[src/design/acr_pkg.sv]
// Purpose: constants and types for the converter output and digital configuration registers
// Assumes: an 8-bit address, 8-bit data register port fed by the serial configuration front end
// Notes:   every register resets to 00h
package acr_pkg;

  localparam int NUM_REGS = 9;

  localparam logic [7:0] ADDR_FORMAT     = 8'h3D;
  localparam logic [7:0] ADDR_WORD_HIGH  = 8'h3F;
  localparam logic [7:0] ADDR_WORD_LOW   = 8'h40;
  localparam logic [7:0] ADDR_IF_RISE    = 8'h41;
  localparam logic [7:0] ADDR_FALL_QUICK_SLEEP  = 8'h42;
  localparam logic [7:0] ADDR_PDN_SWING  = 8'h43;
  localparam logic [7:0] ADDR_HIGH_FREQ  = 8'h4A;
  localparam logic [7:0] ADDR_PEDESTAL   = 8'hBF;
  localparam logic [7:0] ADDR_LOOP_CTRL  = 8'hCF;

  localparam int IDX_FORMAT    = 0;
  localparam int IDX_WORD_HIGH = 1;
  localparam int IDX_WORD_LOW  = 2;
  localparam int IDX_IF_RISE   = 3;
  localparam int IDX_FALL_QUICK_SLEEP = 4;
  localparam int IDX_PDN_SWING = 5;
  localparam int IDX_HIGH_FREQ = 6;
  localparam int IDX_PEDESTAL  = 7;
  localparam int IDX_LOOP_CTRL = 8;

  localparam logic [7:0] REG_ADDR [NUM_REGS] = '{ADDR_FORMAT, ADDR_WORD_HIGH, ADDR_WORD_LOW,
    ADDR_IF_RISE, ADDR_FALL_QUICK_SLEEP, ADDR_PDN_SWING, ADDR_HIGH_FREQ, ADDR_PEDESTAL, ADDR_LOOP_CTRL};
  // writable bits; reserved positions are not stored and read back zero
  localparam logic [7:0] REG_MASK [NUM_REGS] = '{8'hE0, 8'hFF, 8'hFC,
    8'hFF, 8'hCC, 8'h53, 8'h01, 8'hFC, 8'hBC};
  localparam logic [7:0] REG_RESET = 8'h00;

  // field positions
  localparam int POS_FORMAT      = 6;
  localparam int POS_LOOP_ON     = 5;
  localparam int POS_WORD_LOW    = 2;
  localparam int POS_IF_SEL      = 6;
  localparam int POS_CLK_DRIVE   = 4;
  localparam int POS_RISE_ON     = 3;
  localparam int POS_RISE_SHIFT  = 1;
  localparam int POS_FALL_ON     = 0;
  localparam int POS_FALL_SHIFT  = 6;
  localparam int POS_DIGITAL_ON  = 3;
  localparam int POS_SLEEP       = 2;
  localparam int POS_SHUTDOWN    = 6;
  localparam int POS_DRIVER_OFF  = 4;
  localparam int POS_SWING_OVR   = 0;
  localparam int POS_BOOST       = 0;
  localparam int POS_PEDESTAL    = 2;
  localparam int POS_HOLD        = 7;
  localparam int POS_SPAN        = 2;

  // field codes
  localparam logic [1:0] FMT_TWOS       = 2'h2;
  localparam logic [1:0] FMT_OFFSET_BIN = 2'h3;
  localparam logic [1:0] IF_DDR         = 2'h1;
  localparam logic [1:0] IF_PARALLEL    = 2'h3;
  localparam logic [1:0] SWING_ON       = 2'h3;
  localparam logic [2:0] PAT_USER_WORD  = 3'h5;

  // edge shifts in picoseconds
  localparam logic [10:0] DDR_RISE_CUT_PS [4] = '{11'h000, 11'h1F4, 11'h000, 11'h0C8};
  localparam logic [10:0] DDR_FALL_CUT_PS [4] = '{11'h000, 11'h190, 11'h000, 11'h0C8};
  localparam logic [10:0] PAR_CUT_PS      [4] = '{11'h000, 11'h064, 11'h0C8, 11'h5DC};
  localparam logic [1:0]  DDR_ALIGN_CODE = 2'h2;

  // loop span: code 0 is 2^20 cycles, code 11 is 2^31
  localparam int          SPAN_BASE_LOG2 = 20;
  localparam logic [3:0]  SPAN_MAX_CODE  = 4'hB;
  localparam logic [14:0] MID_CODE       = 15'h2000;
  localparam int          ACC_W          = 48;

  typedef struct packed {
    logic       en;
    logic [7:0] addr;
    logic [7:0] data;
  } acr_wr_type;

  typedef struct packed {
    logic [10:0] rise_cut_ps;
    logic        rise_aligned;
    logic [10:0] fall_cut_ps;
    logic        fall_aligned;
    logic [1:0]  clk_drive;
  } acr_clk_ctrl_type;

  typedef struct packed {
    logic core_pd;
    logic ref_pd;
    logic obuf_pd;
    logic pins_hiz;
  } acr_power_type;

endpackage

[src/design/acr_config_regs.sv]
// Purpose: configuration register bank with the output format, test word and offset loop path
// Assumes: i_wr is a completed serial write; i_sample is the core's offset-binary sample
// Notes:   all outputs registered; controls follow a write by one clock
`timescale 1ns/100ps
module acr_config_regs
(
  // clock and reset
  input  wire logic                     i_core_clk,
  input  wire logic                     i_reset,
  // register port from the serial front end
  input  wire acr_pkg::acr_wr_type      i_wr,
  input  wire logic [7:0]               i_rd_addr,
  output logic      [7:0]               o_rd_data,
  // straps and neighbouring controls
  input  wire logic [1:0]               i_format_select_pin,
  input  wire logic [2:0]               i_pattern_select,
  input  wire logic [5:0]               i_swing_code,
  // converter samples
  input  wire logic [13:0]              i_sample,
  // output data
  output logic      [13:0]              o_data_14,
  output logic      [11:0]              o_data_12,
  output logic                          o_data_oe,
  // output interface and clock controls
  output logic                          o_if_ddr,
  output logic                          o_twos_complement,
  output acr_pkg::acr_clk_ctrl_type     o_clk_ctrl,
  output logic                          o_swing_override,
  output logic      [5:0]               o_swing_code,
  output logic                          o_high_freq_boost,
  // power and digital path state
  output acr_pkg::acr_power_type        o_power,
  output logic                          o_low_latency,
  output logic                          o_loop_running,
  output logic      [14:0]              o_offset_estimate
);
  import acr_pkg::*;

  logic [7:0] regs_q [NUM_REGS];

  function automatic logic [1:0] fld2(input logic [7:0] r, input int pos);
    fld2 = r[pos +: 2];
  endfunction

  // register bank: masked store, reserved bits never held
  genvar gi;
  generate
    for (gi = 0; gi < NUM_REGS; gi++)
    begin : g_reg
      always_ff @(posedge i_core_clk)
      begin
        if (i_reset)
          regs_q[gi] <= REG_RESET;
        else if (i_wr.en && i_wr.addr == REG_ADDR[gi])
          regs_q[gi] <= i_wr.data & REG_MASK[gi];
      end
    end
  endgenerate

  always_ff @(posedge i_core_clk)
  begin
    if (i_reset)
      o_rd_data <= 8'h00;
    else
    begin
      o_rd_data <= 8'h00;
      for (int k = 0; k < NUM_REGS; k++)
        if (i_rd_addr == REG_ADDR[k])
          o_rd_data <= regs_q[k];
    end
  end

  // field views
  logic [1:0]  format_code;
  logic        loop_on;
  logic [13:0] user_word;
  logic [1:0]  if_sel;
  logic        rise_on;
  logic        fall_on;
  logic [1:0]  rise_shift;
  logic [1:0]  fall_shift;
  logic        digital_on;
  logic        sleep;
  logic        shutdown;
  logic        driver_off;
  logic [1:0]  swing_ovr;
  logic [5:0]  pedestal;
  logic        hold;
  logic [3:0]  span;

  assign format_code = fld2(regs_q[IDX_FORMAT], POS_FORMAT);
  assign loop_on     = regs_q[IDX_FORMAT][POS_LOOP_ON];
  assign user_word   = {regs_q[IDX_WORD_HIGH], regs_q[IDX_WORD_LOW][7:POS_WORD_LOW]};
  assign if_sel      = fld2(regs_q[IDX_IF_RISE], POS_IF_SEL);
  assign rise_on     = regs_q[IDX_IF_RISE][POS_RISE_ON];
  assign rise_shift  = fld2(regs_q[IDX_IF_RISE], POS_RISE_SHIFT);
  assign fall_on     = regs_q[IDX_IF_RISE][POS_FALL_ON];
  assign fall_shift  = fld2(regs_q[IDX_FALL_QUICK_SLEEP], POS_FALL_SHIFT);
  assign digital_on  = regs_q[IDX_FALL_QUICK_SLEEP][POS_DIGITAL_ON];
  assign sleep       = regs_q[IDX_FALL_QUICK_SLEEP][POS_SLEEP];
  assign shutdown    = regs_q[IDX_PDN_SWING][POS_SHUTDOWN];
  assign driver_off  = regs_q[IDX_PDN_SWING][POS_DRIVER_OFF];
  assign swing_ovr   = fld2(regs_q[IDX_PDN_SWING], POS_SWING_OVR);
  assign pedestal    = regs_q[IDX_PEDESTAL][7:POS_PEDESTAL];
  assign hold        = regs_q[IDX_LOOP_CTRL][POS_HOLD];
  assign span        = regs_q[IDX_LOOP_CTRL][5:POS_SPAN];

  // interface and format decode
  logic ddr_d;
  logic twos_d;

  always_comb
  begin
    unique case (if_sel)
      IF_DDR:      ddr_d = 1'b1;
      IF_PARALLEL: ddr_d = 1'b0;
      default:     ddr_d = i_format_select_pin[1];
    endcase
    unique case (format_code)
      FMT_TWOS:       twos_d = 1'b1;
      FMT_OFFSET_BIN: twos_d = 1'b0;
      default:        twos_d = i_format_select_pin[0];
    endcase
  end

  always_ff @(posedge i_core_clk)
  begin
    if (i_reset)
    begin
      o_if_ddr          <= 1'b0;
      o_twos_complement <= 1'b0;
    end
    else
    begin
      o_if_ddr          <= ddr_d;
      o_twos_complement <= twos_d;
    end
  end

  // output clock edge placement
  logic [1:0] rise_eff;
  logic [1:0] fall_eff;
  acr_clk_ctrl_type clk_d;

  always_comb
  begin
    rise_eff = rise_on ? rise_shift : 2'h0;
    fall_eff = fall_on ? fall_shift : 2'h0;
    clk_d.clk_drive = fld2(regs_q[IDX_IF_RISE], POS_CLK_DRIVE);
    if (ddr_d)
    begin
      clk_d.rise_cut_ps  = DDR_RISE_CUT_PS[rise_eff];
      clk_d.rise_aligned = (rise_eff == DDR_ALIGN_CODE);
      clk_d.fall_cut_ps  = DDR_FALL_CUT_PS[fall_eff];
      clk_d.fall_aligned = (fall_eff == DDR_ALIGN_CODE);
    end
    else
    begin
      clk_d.rise_cut_ps  = PAR_CUT_PS[rise_eff];
      clk_d.rise_aligned = 1'b0;
      clk_d.fall_cut_ps  = PAR_CUT_PS[fall_eff];
      clk_d.fall_aligned = 1'b0;
    end
  end

  always_ff @(posedge i_core_clk)
  begin
    if (i_reset)
      o_clk_ctrl <= '0;
    else
      o_clk_ctrl <= clk_d;
  end

  // power, swing and performance controls
  always_ff @(posedge i_core_clk)
  begin
    if (i_reset)
    begin
      o_power           <= '0;
      o_data_oe         <= 1'b0;
      o_swing_override  <= 1'b0;
      o_swing_code      <= 6'h00;
      o_high_freq_boost <= 1'b0;
      o_low_latency     <= 1'b1;
    end
    else
    begin
      o_power.core_pd   <= sleep | shutdown;
      o_power.ref_pd    <= shutdown;
      o_power.obuf_pd   <= sleep | shutdown | driver_off;
      o_power.pins_hiz  <= driver_off;
      o_data_oe         <= !(sleep | shutdown | driver_off);
      o_swing_override  <= (swing_ovr == SWING_ON);
      o_swing_code      <= (swing_ovr == SWING_ON) ? i_swing_code : 6'h00;
      o_high_freq_boost <= regs_q[IDX_HIGH_FREQ][POS_BOOST];
      o_low_latency     <= !digital_on;
    end
  end

  // offset correction loop: first-order, estimate = acc / 2^(20+span)
  logic                    loop_run;
  logic signed [ACC_W-1:0] acc_q;
  logic signed [15:0]      est;
  logic signed [15:0]      corrected;
  logic signed [15:0]      target;
  logic signed [15:0]      err;
  logic [4:0]              shift_amt;
  logic [13:0]             corr_clip;

  assign loop_run  = loop_on && digital_on;
  // codes beyond the table saturate at the longest span
  assign shift_amt = 5'(SPAN_BASE_LOG2) + {1'b0, (span > SPAN_MAX_CODE) ? SPAN_MAX_CODE : span};
  assign est       = 16'(acc_q >>> shift_amt);
  assign corrected = $signed({2'b00, i_sample}) - est;
  assign target    = $signed({1'b0, MID_CODE}) + 16'(signed'(pedestal));
  assign err       = corrected - target;

  always_comb
  begin
    if (corrected < 0)
      corr_clip = 14'h0000;
    else if (corrected > 16'sh3FFF)
      corr_clip = 14'h3FFF;
    else
      corr_clip = corrected[13:0];
  end

  always_ff @(posedge i_core_clk)
  begin
    if (i_reset)
      acc_q <= '0;
    else if (loop_run && !hold)
      acc_q <= acc_q + ACC_W'(err);
  end

  always_ff @(posedge i_core_clk)
  begin
    if (i_reset)
    begin
      o_loop_running    <= 1'b0;
      o_offset_estimate <= 15'h0000;
    end
    else
    begin
      o_loop_running    <= loop_run && !hold;
      o_offset_estimate <= loop_run ? est[14:0] : 15'h0000;
    end
  end

  // output data: user word, corrected or raw sample, then number format
  logic [13:0] word_sel;
  logic [13:0] word_out;

  always_comb
  begin
    if (digital_on && i_pattern_select == PAT_USER_WORD)
      word_sel = user_word;
    else if (loop_run)
      word_sel = corr_clip;
    else
      word_sel = i_sample;
    word_out = word_sel;
    // the user word is sent as written, not reformatted
    if (twos_d && !(digital_on && i_pattern_select == PAT_USER_WORD))
      word_out[13] = ~word_sel[13];
  end

  always_ff @(posedge i_core_clk)
  begin
    if (i_reset)
    begin
      o_data_14 <= 14'h0000;
      o_data_12 <= 12'h000;
    end
    else
    begin
      o_data_14 <= word_out;
      o_data_12 <= word_out[13:2];
    end
  end

  // checks
  property p_rise_gated;
    @(posedge i_core_clk) disable iff (i_reset)
    !rise_on |=> (o_clk_ctrl.rise_cut_ps == 11'h000 && !o_clk_ctrl.rise_aligned);
  endproperty
  a_rise_gated: assert property (p_rise_gated) else $error("rise edge moved while disabled");

  property p_fall_gated;
    @(posedge i_core_clk) disable iff (i_reset)
    !fall_on |=> (o_clk_ctrl.fall_cut_ps == 11'h000 && !o_clk_ctrl.fall_aligned);
  endproperty
  a_fall_gated: assert property (p_fall_gated) else $error("fall edge moved while disabled");

  property p_par_rise_max;
    @(posedge i_core_clk) disable iff (i_reset)
    (rise_on && rise_shift == 2'h3 && if_sel == IF_PARALLEL) |=> o_clk_ctrl.rise_cut_ps == 11'h5DC;
  endproperty
  a_par_rise_max: assert property (p_par_rise_max) else $error("parallel rise not 1.5ns");

  property p_ddr_rise;
    @(posedge i_core_clk) disable iff (i_reset)
    (rise_on && rise_shift == 2'h1 && if_sel == IF_DDR) |=> o_clk_ctrl.rise_cut_ps == 11'h1F4;
  endproperty
  a_ddr_rise: assert property (p_ddr_rise) else $error("ddr rise not 500ps");

  property p_write_effect;
    @(posedge i_core_clk) disable iff (i_reset)
    (i_wr.en && i_wr.addr == ADDR_FALL_QUICK_SLEEP) ##1 1'b1 |=> o_low_latency == !$past(i_wr.data[3], 2);
  endproperty
  a_write_effect: assert property (p_write_effect) else $error("latency not after write");

  property p_hiz;
    @(posedge i_core_clk) disable iff (i_reset)
    driver_off |=> (o_power.pins_hiz && !o_data_oe);
  endproperty
  a_hiz: assert property (p_hiz) else $error("pins driven while driver off");

  property p_sleep_ref;
    @(posedge i_core_clk) disable iff (i_reset)
    (sleep && !shutdown) |=> (o_power.core_pd && !o_power.ref_pd);
  endproperty
  a_sleep_ref: assert property (p_sleep_ref) else $error("sleep changed reference");

  property p_swing;
    @(posedge i_core_clk) disable iff (i_reset)
    (swing_ovr != SWING_ON) |=> (!o_swing_override && o_swing_code == 6'h00);
  endproperty
  a_swing: assert property (p_swing) else $error("swing override without code 11");

  property p_hold;
    @(posedge i_core_clk) disable iff (i_reset)
    (loop_run && hold) [*2] |-> $stable(acc_q);
  endproperty
  a_hold: assert property (p_hold) else $error("estimate moved while held");

  property p_loop_off;
    @(posedge i_core_clk) disable iff (i_reset)
    !loop_run |=> (o_offset_estimate == 15'h0000 && !o_loop_running);
  endproperty
  a_loop_off: assert property (p_loop_off) else $error("loop active while disabled");

  property p_user_word;
    @(posedge i_core_clk) disable iff (i_reset)
    (digital_on && i_pattern_select == PAT_USER_WORD) |=> o_data_12 == $past(user_word[13:2]);
  endproperty
  a_user_word: assert property (p_user_word) else $error("user word not on output");

  property p_shutdown;
    @(posedge i_core_clk) disable iff (i_reset)
    shutdown |=> (o_power.core_pd && o_power.ref_pd && o_power.obuf_pd && !o_data_oe);
  endproperty
  a_shutdown: assert property (p_shutdown) else $error("block powered in shutdown");

  property p_twos_code;
    @(posedge i_core_clk) disable iff (i_reset)
    (format_code == FMT_TWOS) |=> o_twos_complement;
  endproperty
  a_twos_code: assert property (p_twos_code) else $error("format code 10 not twos");

  property p_offset_bin_code;
    @(posedge i_core_clk) disable iff (i_reset)
    (format_code == FMT_OFFSET_BIN) |=> !o_twos_complement;
  endproperty
  a_offset_bin_code: assert property (p_offset_bin_code) else $error("code 11 not offset binary");

  property p_ddr_code;
    @(posedge i_core_clk) disable iff (i_reset)
    (if_sel == IF_DDR) |=> o_if_ddr;
  endproperty
  a_ddr_code: assert property (p_ddr_code) else $error("interface code 01 not ddr");

  property p_par_code;
    @(posedge i_core_clk) disable iff (i_reset)
    (if_sel == IF_PARALLEL) |=> !o_if_ddr;
  endproperty
  a_par_code: assert property (p_par_code) else $error("interface code 11 not parallel");

  property p_ddr_fall_align;
    @(posedge i_core_clk) disable iff (i_reset)
    (fall_on && fall_shift == DDR_ALIGN_CODE && if_sel == IF_DDR) |=>
      (o_clk_ctrl.fall_aligned && o_clk_ctrl.fall_cut_ps == 11'h000);
  endproperty
  a_ddr_fall_align: assert property (p_ddr_fall_align) else $error("ddr fall not aligned");

endmodule

[config.mk]
export PLATFORM = sky130hd
export DESIGN_NAME = acr_config_regs
export DESIGN_NICKNAME = d
export VERILOG_FILES = /design/src/design/acr_pkg.sv /design/src/design/acr_config_regs.sv
export SDC_FILE = /design/constraint.sdc
export NUM_CORES = 1
export LEC_CHECK = 0
export ABC_AREA = 1
export BUFFER_PORTS_ARGS = -buffer_cell sky130_fd_sc_hd__buf_2
export CAP_MARGIN = 25
export CORE_AREA = 2 2 145 147
export CTS_BUF_LIST = sky130_fd_sc_hd__clkbuf_4 sky130_fd_sc_hd__clkbuf_8
export DETAILED_ROUTE_END_ITERATION = 6
export DIE_AREA = 0 0 147 149
export PLACE_DENSITY = 0.87
export REMOVE_ABC_BUFFERS = 1
export SETUP_SLACK_MARGIN = 0.15
export SYNTH_ARGS = -nofsm -noshare
export SYNTH_HDL_FRONTEND = slang
export SYNTH_SLANG_ARGS = --single-unit
[constraint.sdc]
create_clock -name i_core_clk -period 19.17 [get_ports i_core_clk]
set_input_delay 3.834 -clock i_core_clk [delete_from_list [all_inputs] [get_ports i_core_clk]]
set_output_delay 3.834 -clock i_core_clk [all_outputs]
set_load 0.05 [all_outputs]
==> metrics.json <==
{
  "run_status": {"value": "finished, final reports clean"},
  "finish.cell_count_without_fillers": {"value": 2142},
  "synth-seq-cells": {"value": 164},
  "grt_first_pass_wirelength": {"value": 55200, "unit": "um"},
  "number_of_global_route_vias_before_repair": {"value": 11000},
  "final_max_slew_viol_count": {"value": 0},
  "maximum_number_of_pins_on_one_net_before_global_route_repair": {"value": 54},
  "cts-resized-gates": {"value": 0},
  "instance_count_along_the_most_critical_hold_path": {"value": 2},
  "muxShareOfSynthArea": {"value": 0},
  "cpLargestDelayFamily": {"value": "simple AND/OR/NAND/NOR gates"},
  "number_of_antenna_violations_at_the_first_check_in_global_routing": {"value": 0},
  "grt_overflow_total": {"value": 0},
  "synth_fa_ha_area_frac": {"value": 0.0954},
  "min-delay-path-class": {"value": "register to register"},
  "synth_top_cell_area_share": {"value": 0.199},
  "htree_num_levels": {"value": 4},
  "synth_compound_area_frac": {"value": 0.172},
  "worst-path-max-fanout": {"value": 32},
  "rows": {"value": 53},
  "die_width": {"value": 147, "unit": "um"},
  "maxSlewHeadroom": {"value": 0.406},
  "rsz0062_at_grt": {"value": "false"},
  "tritoncts": {"value": "done"},
  "hold_viol_final": {"value": 0},
  "post-synth-top-count-cell": {"value": "nand2_1"},
  "synth_top_cells_by_area": {"value": "dfxtp_1 20%, edfxtp_1 11%, ha_1 9.2%"},
  "grt_usage": {"value": 0.317},
  "powerDensity": {"value": 123, "unit": "nW/um2"},
  "timing.critical_path.to_type": {"value": "register"},
  "numClockSinks": {"value": 164},
  "area_growth": {"value": 9.59, "unit": "%"},
  "final_wirelength": {"value": 35200, "unit": "um"},
  "syn_avg_cell_area": {"value": 6.86, "unit": "um2"},
  "fin_crit_sh": {"value": 0.498},
  "netlist_instances": {"value": 1745},
  "io_pins": {"value": 144},
  "drt-initial-drc-count": {"value": 1287},
  "floorplan.die.height": {"value": 149, "unit": "um"},
  "yosys.area.top_type": {"value": "dfxtp_1"},
  "synth-main-ff-cell": {"value": "dfxtp_1"},
  "synth_xor_area_frac": {"value": 0.0447},
  "synthDistinctLibCells": {"value": 54},
  "critPathSlowestCell": {"value": "a2111oi_0"},
  "antenna_cells": {"value": 0},
  "worst_ep_arrival_time": {"value": 9.94, "unit": "ns"},
  "io_buffers": {"value": 137},
  "yosysSeqAreaShare": {"value": 0.312},
  "total_of_max_cap_violations": {"value": 0},
  "clk_pin_slew": {"value": 0.11, "unit": "ns"},
  "route.detailed.wl_per_inst": {"value": 16.4, "unit": "um"},
  "initial_utilization": {"value": 0.582},
  "fp.dieArea": {"value": 21900, "unit": "um2"},
  "final-setup-viol-count": {"value": 0},
  "p_leak": {"value": 0.00675, "unit": "uW"},
  "layout_net_count": {"value": 1996},
  "synth_area_in_simple_gates": {"value": 0.257},
  "combinational_family_with_the_most_area_after_synthesis": {"value": "simple AND/OR/NAND/NOR gates"},
  "placedCellCount": {"value": 2110},
  "tightest_slew": {"value": 0.882, "unit": "ns"},
  "timing.setup.critical_path_class": {"value": "primary input to register"},
  "post-route-min-period": {"value": 9.55, "unit": "ns"},
  "cts_hold_repair.buffers": {"value": 0},
  "ys_warn_count": {"value": 0},
  "hpwl": {"value": 27600, "unit": "um"},
  "sort_of_element_at_the_start_of_the_critical_path": {"value": "primary input"},
  "vias": {"value": 12000},
  "critical_path.max_stage_delay": {"value": 0.39, "unit": "ns"},
  "number_of_nets_with_antenna_violations_after_detailed_routing": {"value": 0},
  "cp.buffers_inverters": {"value": 8},
  "reg2reg_slack": {"value": 10.44, "unit": "ns"},
  "ratio_of_cells_with_drive_above_1_in_the_final_layout": {"value": 0.119},
  "insertion_delay": {"value": 0.49, "unit": "ns"},
  "core-area": {"value": 20600, "unit": "um2"},
  "place.gp.congestion": {"value": 1.03},
  "critical_path.reg2reg.endpoint": {"value": "acc_q[40]$_SDFFE_PP0P_"},
  "postSynth.asyncResetShare": {"value": 0},
  "worst-r2r-cell-count": {"value": 45},
  "viasPerCell": {"value": 5.59},
  "data_required_critical_path": {"value": 19.56, "unit": "ns"},
  "holdPathEnd": {"value": "o_clk_ctrl[0]$_SDFF_PP0_"},
  "fmax": {"value": 105, "unit": "MHz"},
  "drt_pre_antenna_iters": {"value": 6},
  "cts-root-buf": {"value": "clkbuf_8"},
  "synth_area": {"value": 12000, "unit": "um2"},
  "r2r_startpoint": {"value": "regs_q[8][5]$_SDFFCE_PN0P_"},
  "fin_worst_skew": {"value": 0.0224, "unit": "ns"},
  "cts-root-to-sink-buffers": {"value": 2},
  "synth-edff-count": {"value": 45},
  "irDropWorstVdd": {"value": 0.0000683, "unit": "V"},
  "synth.cells.most_frequent": {"value": "293 x nand2_1, 278 x inv_1, 250 x nor2_1, 132 x a21oi_1, 124 x o21ai_0"},
  "cts_post_setup_buffers_inserted": {"value": 0},
  "timing.hold.worst.start": {"value": "regs_q[3][4]$_SDFFCE_PN0P_"},
  "layout.filler_cells": {"value": 1923},
  "drc": {"value": 0},
  "cts_buffers": {"value": 17},
  "final.setup.tns": {"value": 0, "unit": "ns"}
}
==> cells by family after synthesis <==
kind of cell | after synthesis
xor+xnor | 61
fa+ha+maj | 90
flops | 164
other cells | 1
compound gates | 359
simple gates | 726
buf+inv | 344
==> tightest hold or removal path, cell delays in order, from the launching register on <==
cell and delay [ns]:
edfxtp_1 0.33, inv_1 0.06, nor2_1 0.08
==> worst max-delay path by stage <==
stage	slack, ns	end	start	depth (start not counted)
global placement	9.53	acc_q[45]$_SDFFE_PP0P_	i_sample[1]	38
global route	8.90	acc_q[40]$_SDFFE_PP0P_	i_sample[1]	42
floorplan	9.85	acc_q[40]$_SDFFE_PP0P_	i_sample[1]	40
detailed placement	9.26	acc_q[40]$_SDFFE_PP0P_	i_sample[1]	42
CTS	9.76	acc_q[40]$_SDFFE_PP0P_	i_sample[1]	42
finish	9.62	acc_q[40]$_SDFFE_PP0P_	i_sample[1]	42
==> through the flow <==
step / power, uW / hold slack [ns] / setup slack (ns) / area, um2 / util
2_1_floorplan: 1100 / 0.431 / 9.85 / 11600 / -
3_3_place_gp: 1320 / 0.480 / 9.53 / 12700 / 0.619
3_5_place_dp: 1330 / 0.481 / 9.26 / 12700 / 0.619
4_1_cts: 1590 / 0.500 / 9.76 / 13100 / 0.638
5_1_grt: 1720 / 0.546 / 8.90 / 13100 / 0.638
6_report: 1610 / 0.498 / 9.62 / 13100 / 0.638
==> flip-flops by register name, indices dropped and copies added (netlist names) <==
signal and count:
o_loop_running 1, o_swing_code 6, o_rd_data 8, o_high_freq_boost 1, o_data_oe 1, o_offset_estimate 15
o_clk_ctrl 18, o_if_ddr 1, o_power 4, o_twos_complement 1, o_data_14 14, o_swing_override 1
o_low_latency 1, regs_q 45, acc_q 47
==> layer usage <==
layer,vias to the layer above,share of wire,GRT usage
li1,5926,-,-
met1,5475,0.44,0.437
met2,501,0.45,0.511
met3,75,0.080,0.0489
met4,0,0.028,0.108
met5,-,0,0
==> power by group <==
group | switching, uW | internal, uW
sequential | 17.0 | 375
combinational | 644 | 312
clock | 160 | 97.0
total | 822 | 784
==> area by class of cell <==
| class | count | area [um2] | share of cell area |
|---|---|---|---|
| inverter | 284 | 1070 | 0.0813 |
| sequential | 164 | 3730 | 0.285 |
| timing repair buffer | 145 | 746 | 0.0569 |
| clock buffer | 17 | 234 | 0.0178 |
| tap | 275 | 344 | 0.0262 |
| multi-input combinational | 1242 | 6840 | 0.522 |
| clock inverter | 15 | 145 | 0.0111 |
==> cells in the final DEF, fill, tap and decap left out, types with 4 or more instances in the layout <==
cell type	synthesis	final
buf_2	5	137
a21oi_1	132	132
inv_2	4	4
clkbuf_8	0	17
inv_6	0	6
xor2_1	38	38
or2_2	6	6
a31oi_1	20	20
dfxtp_1	119	119
nand2_1	293	293
inv_8	0	5
and3_1	4	4
o21ai_1	9	9
nand4_1	15	15
edfxtp_1	45	45
nor2_1	250	249
nand2_4	5	5
xnor2_1	23	23
o21ai_0	124	124
nor3_1	20	20
buf_4	25	8
ha_1	88	88
inv_1	278	278
o2111ai_1	4	4
nand2_2	4	4
nand3_2	5	5
o211ai_1	14	14
o21a_1	13	13
a21boi_0	4	4
o221ai_1	6	6
conb_1	1	6
a21oi_2	14	14
nor4_1	9	9
nand3_1	107	107
No activity file was read; power rests on OpenSTA's default activity.
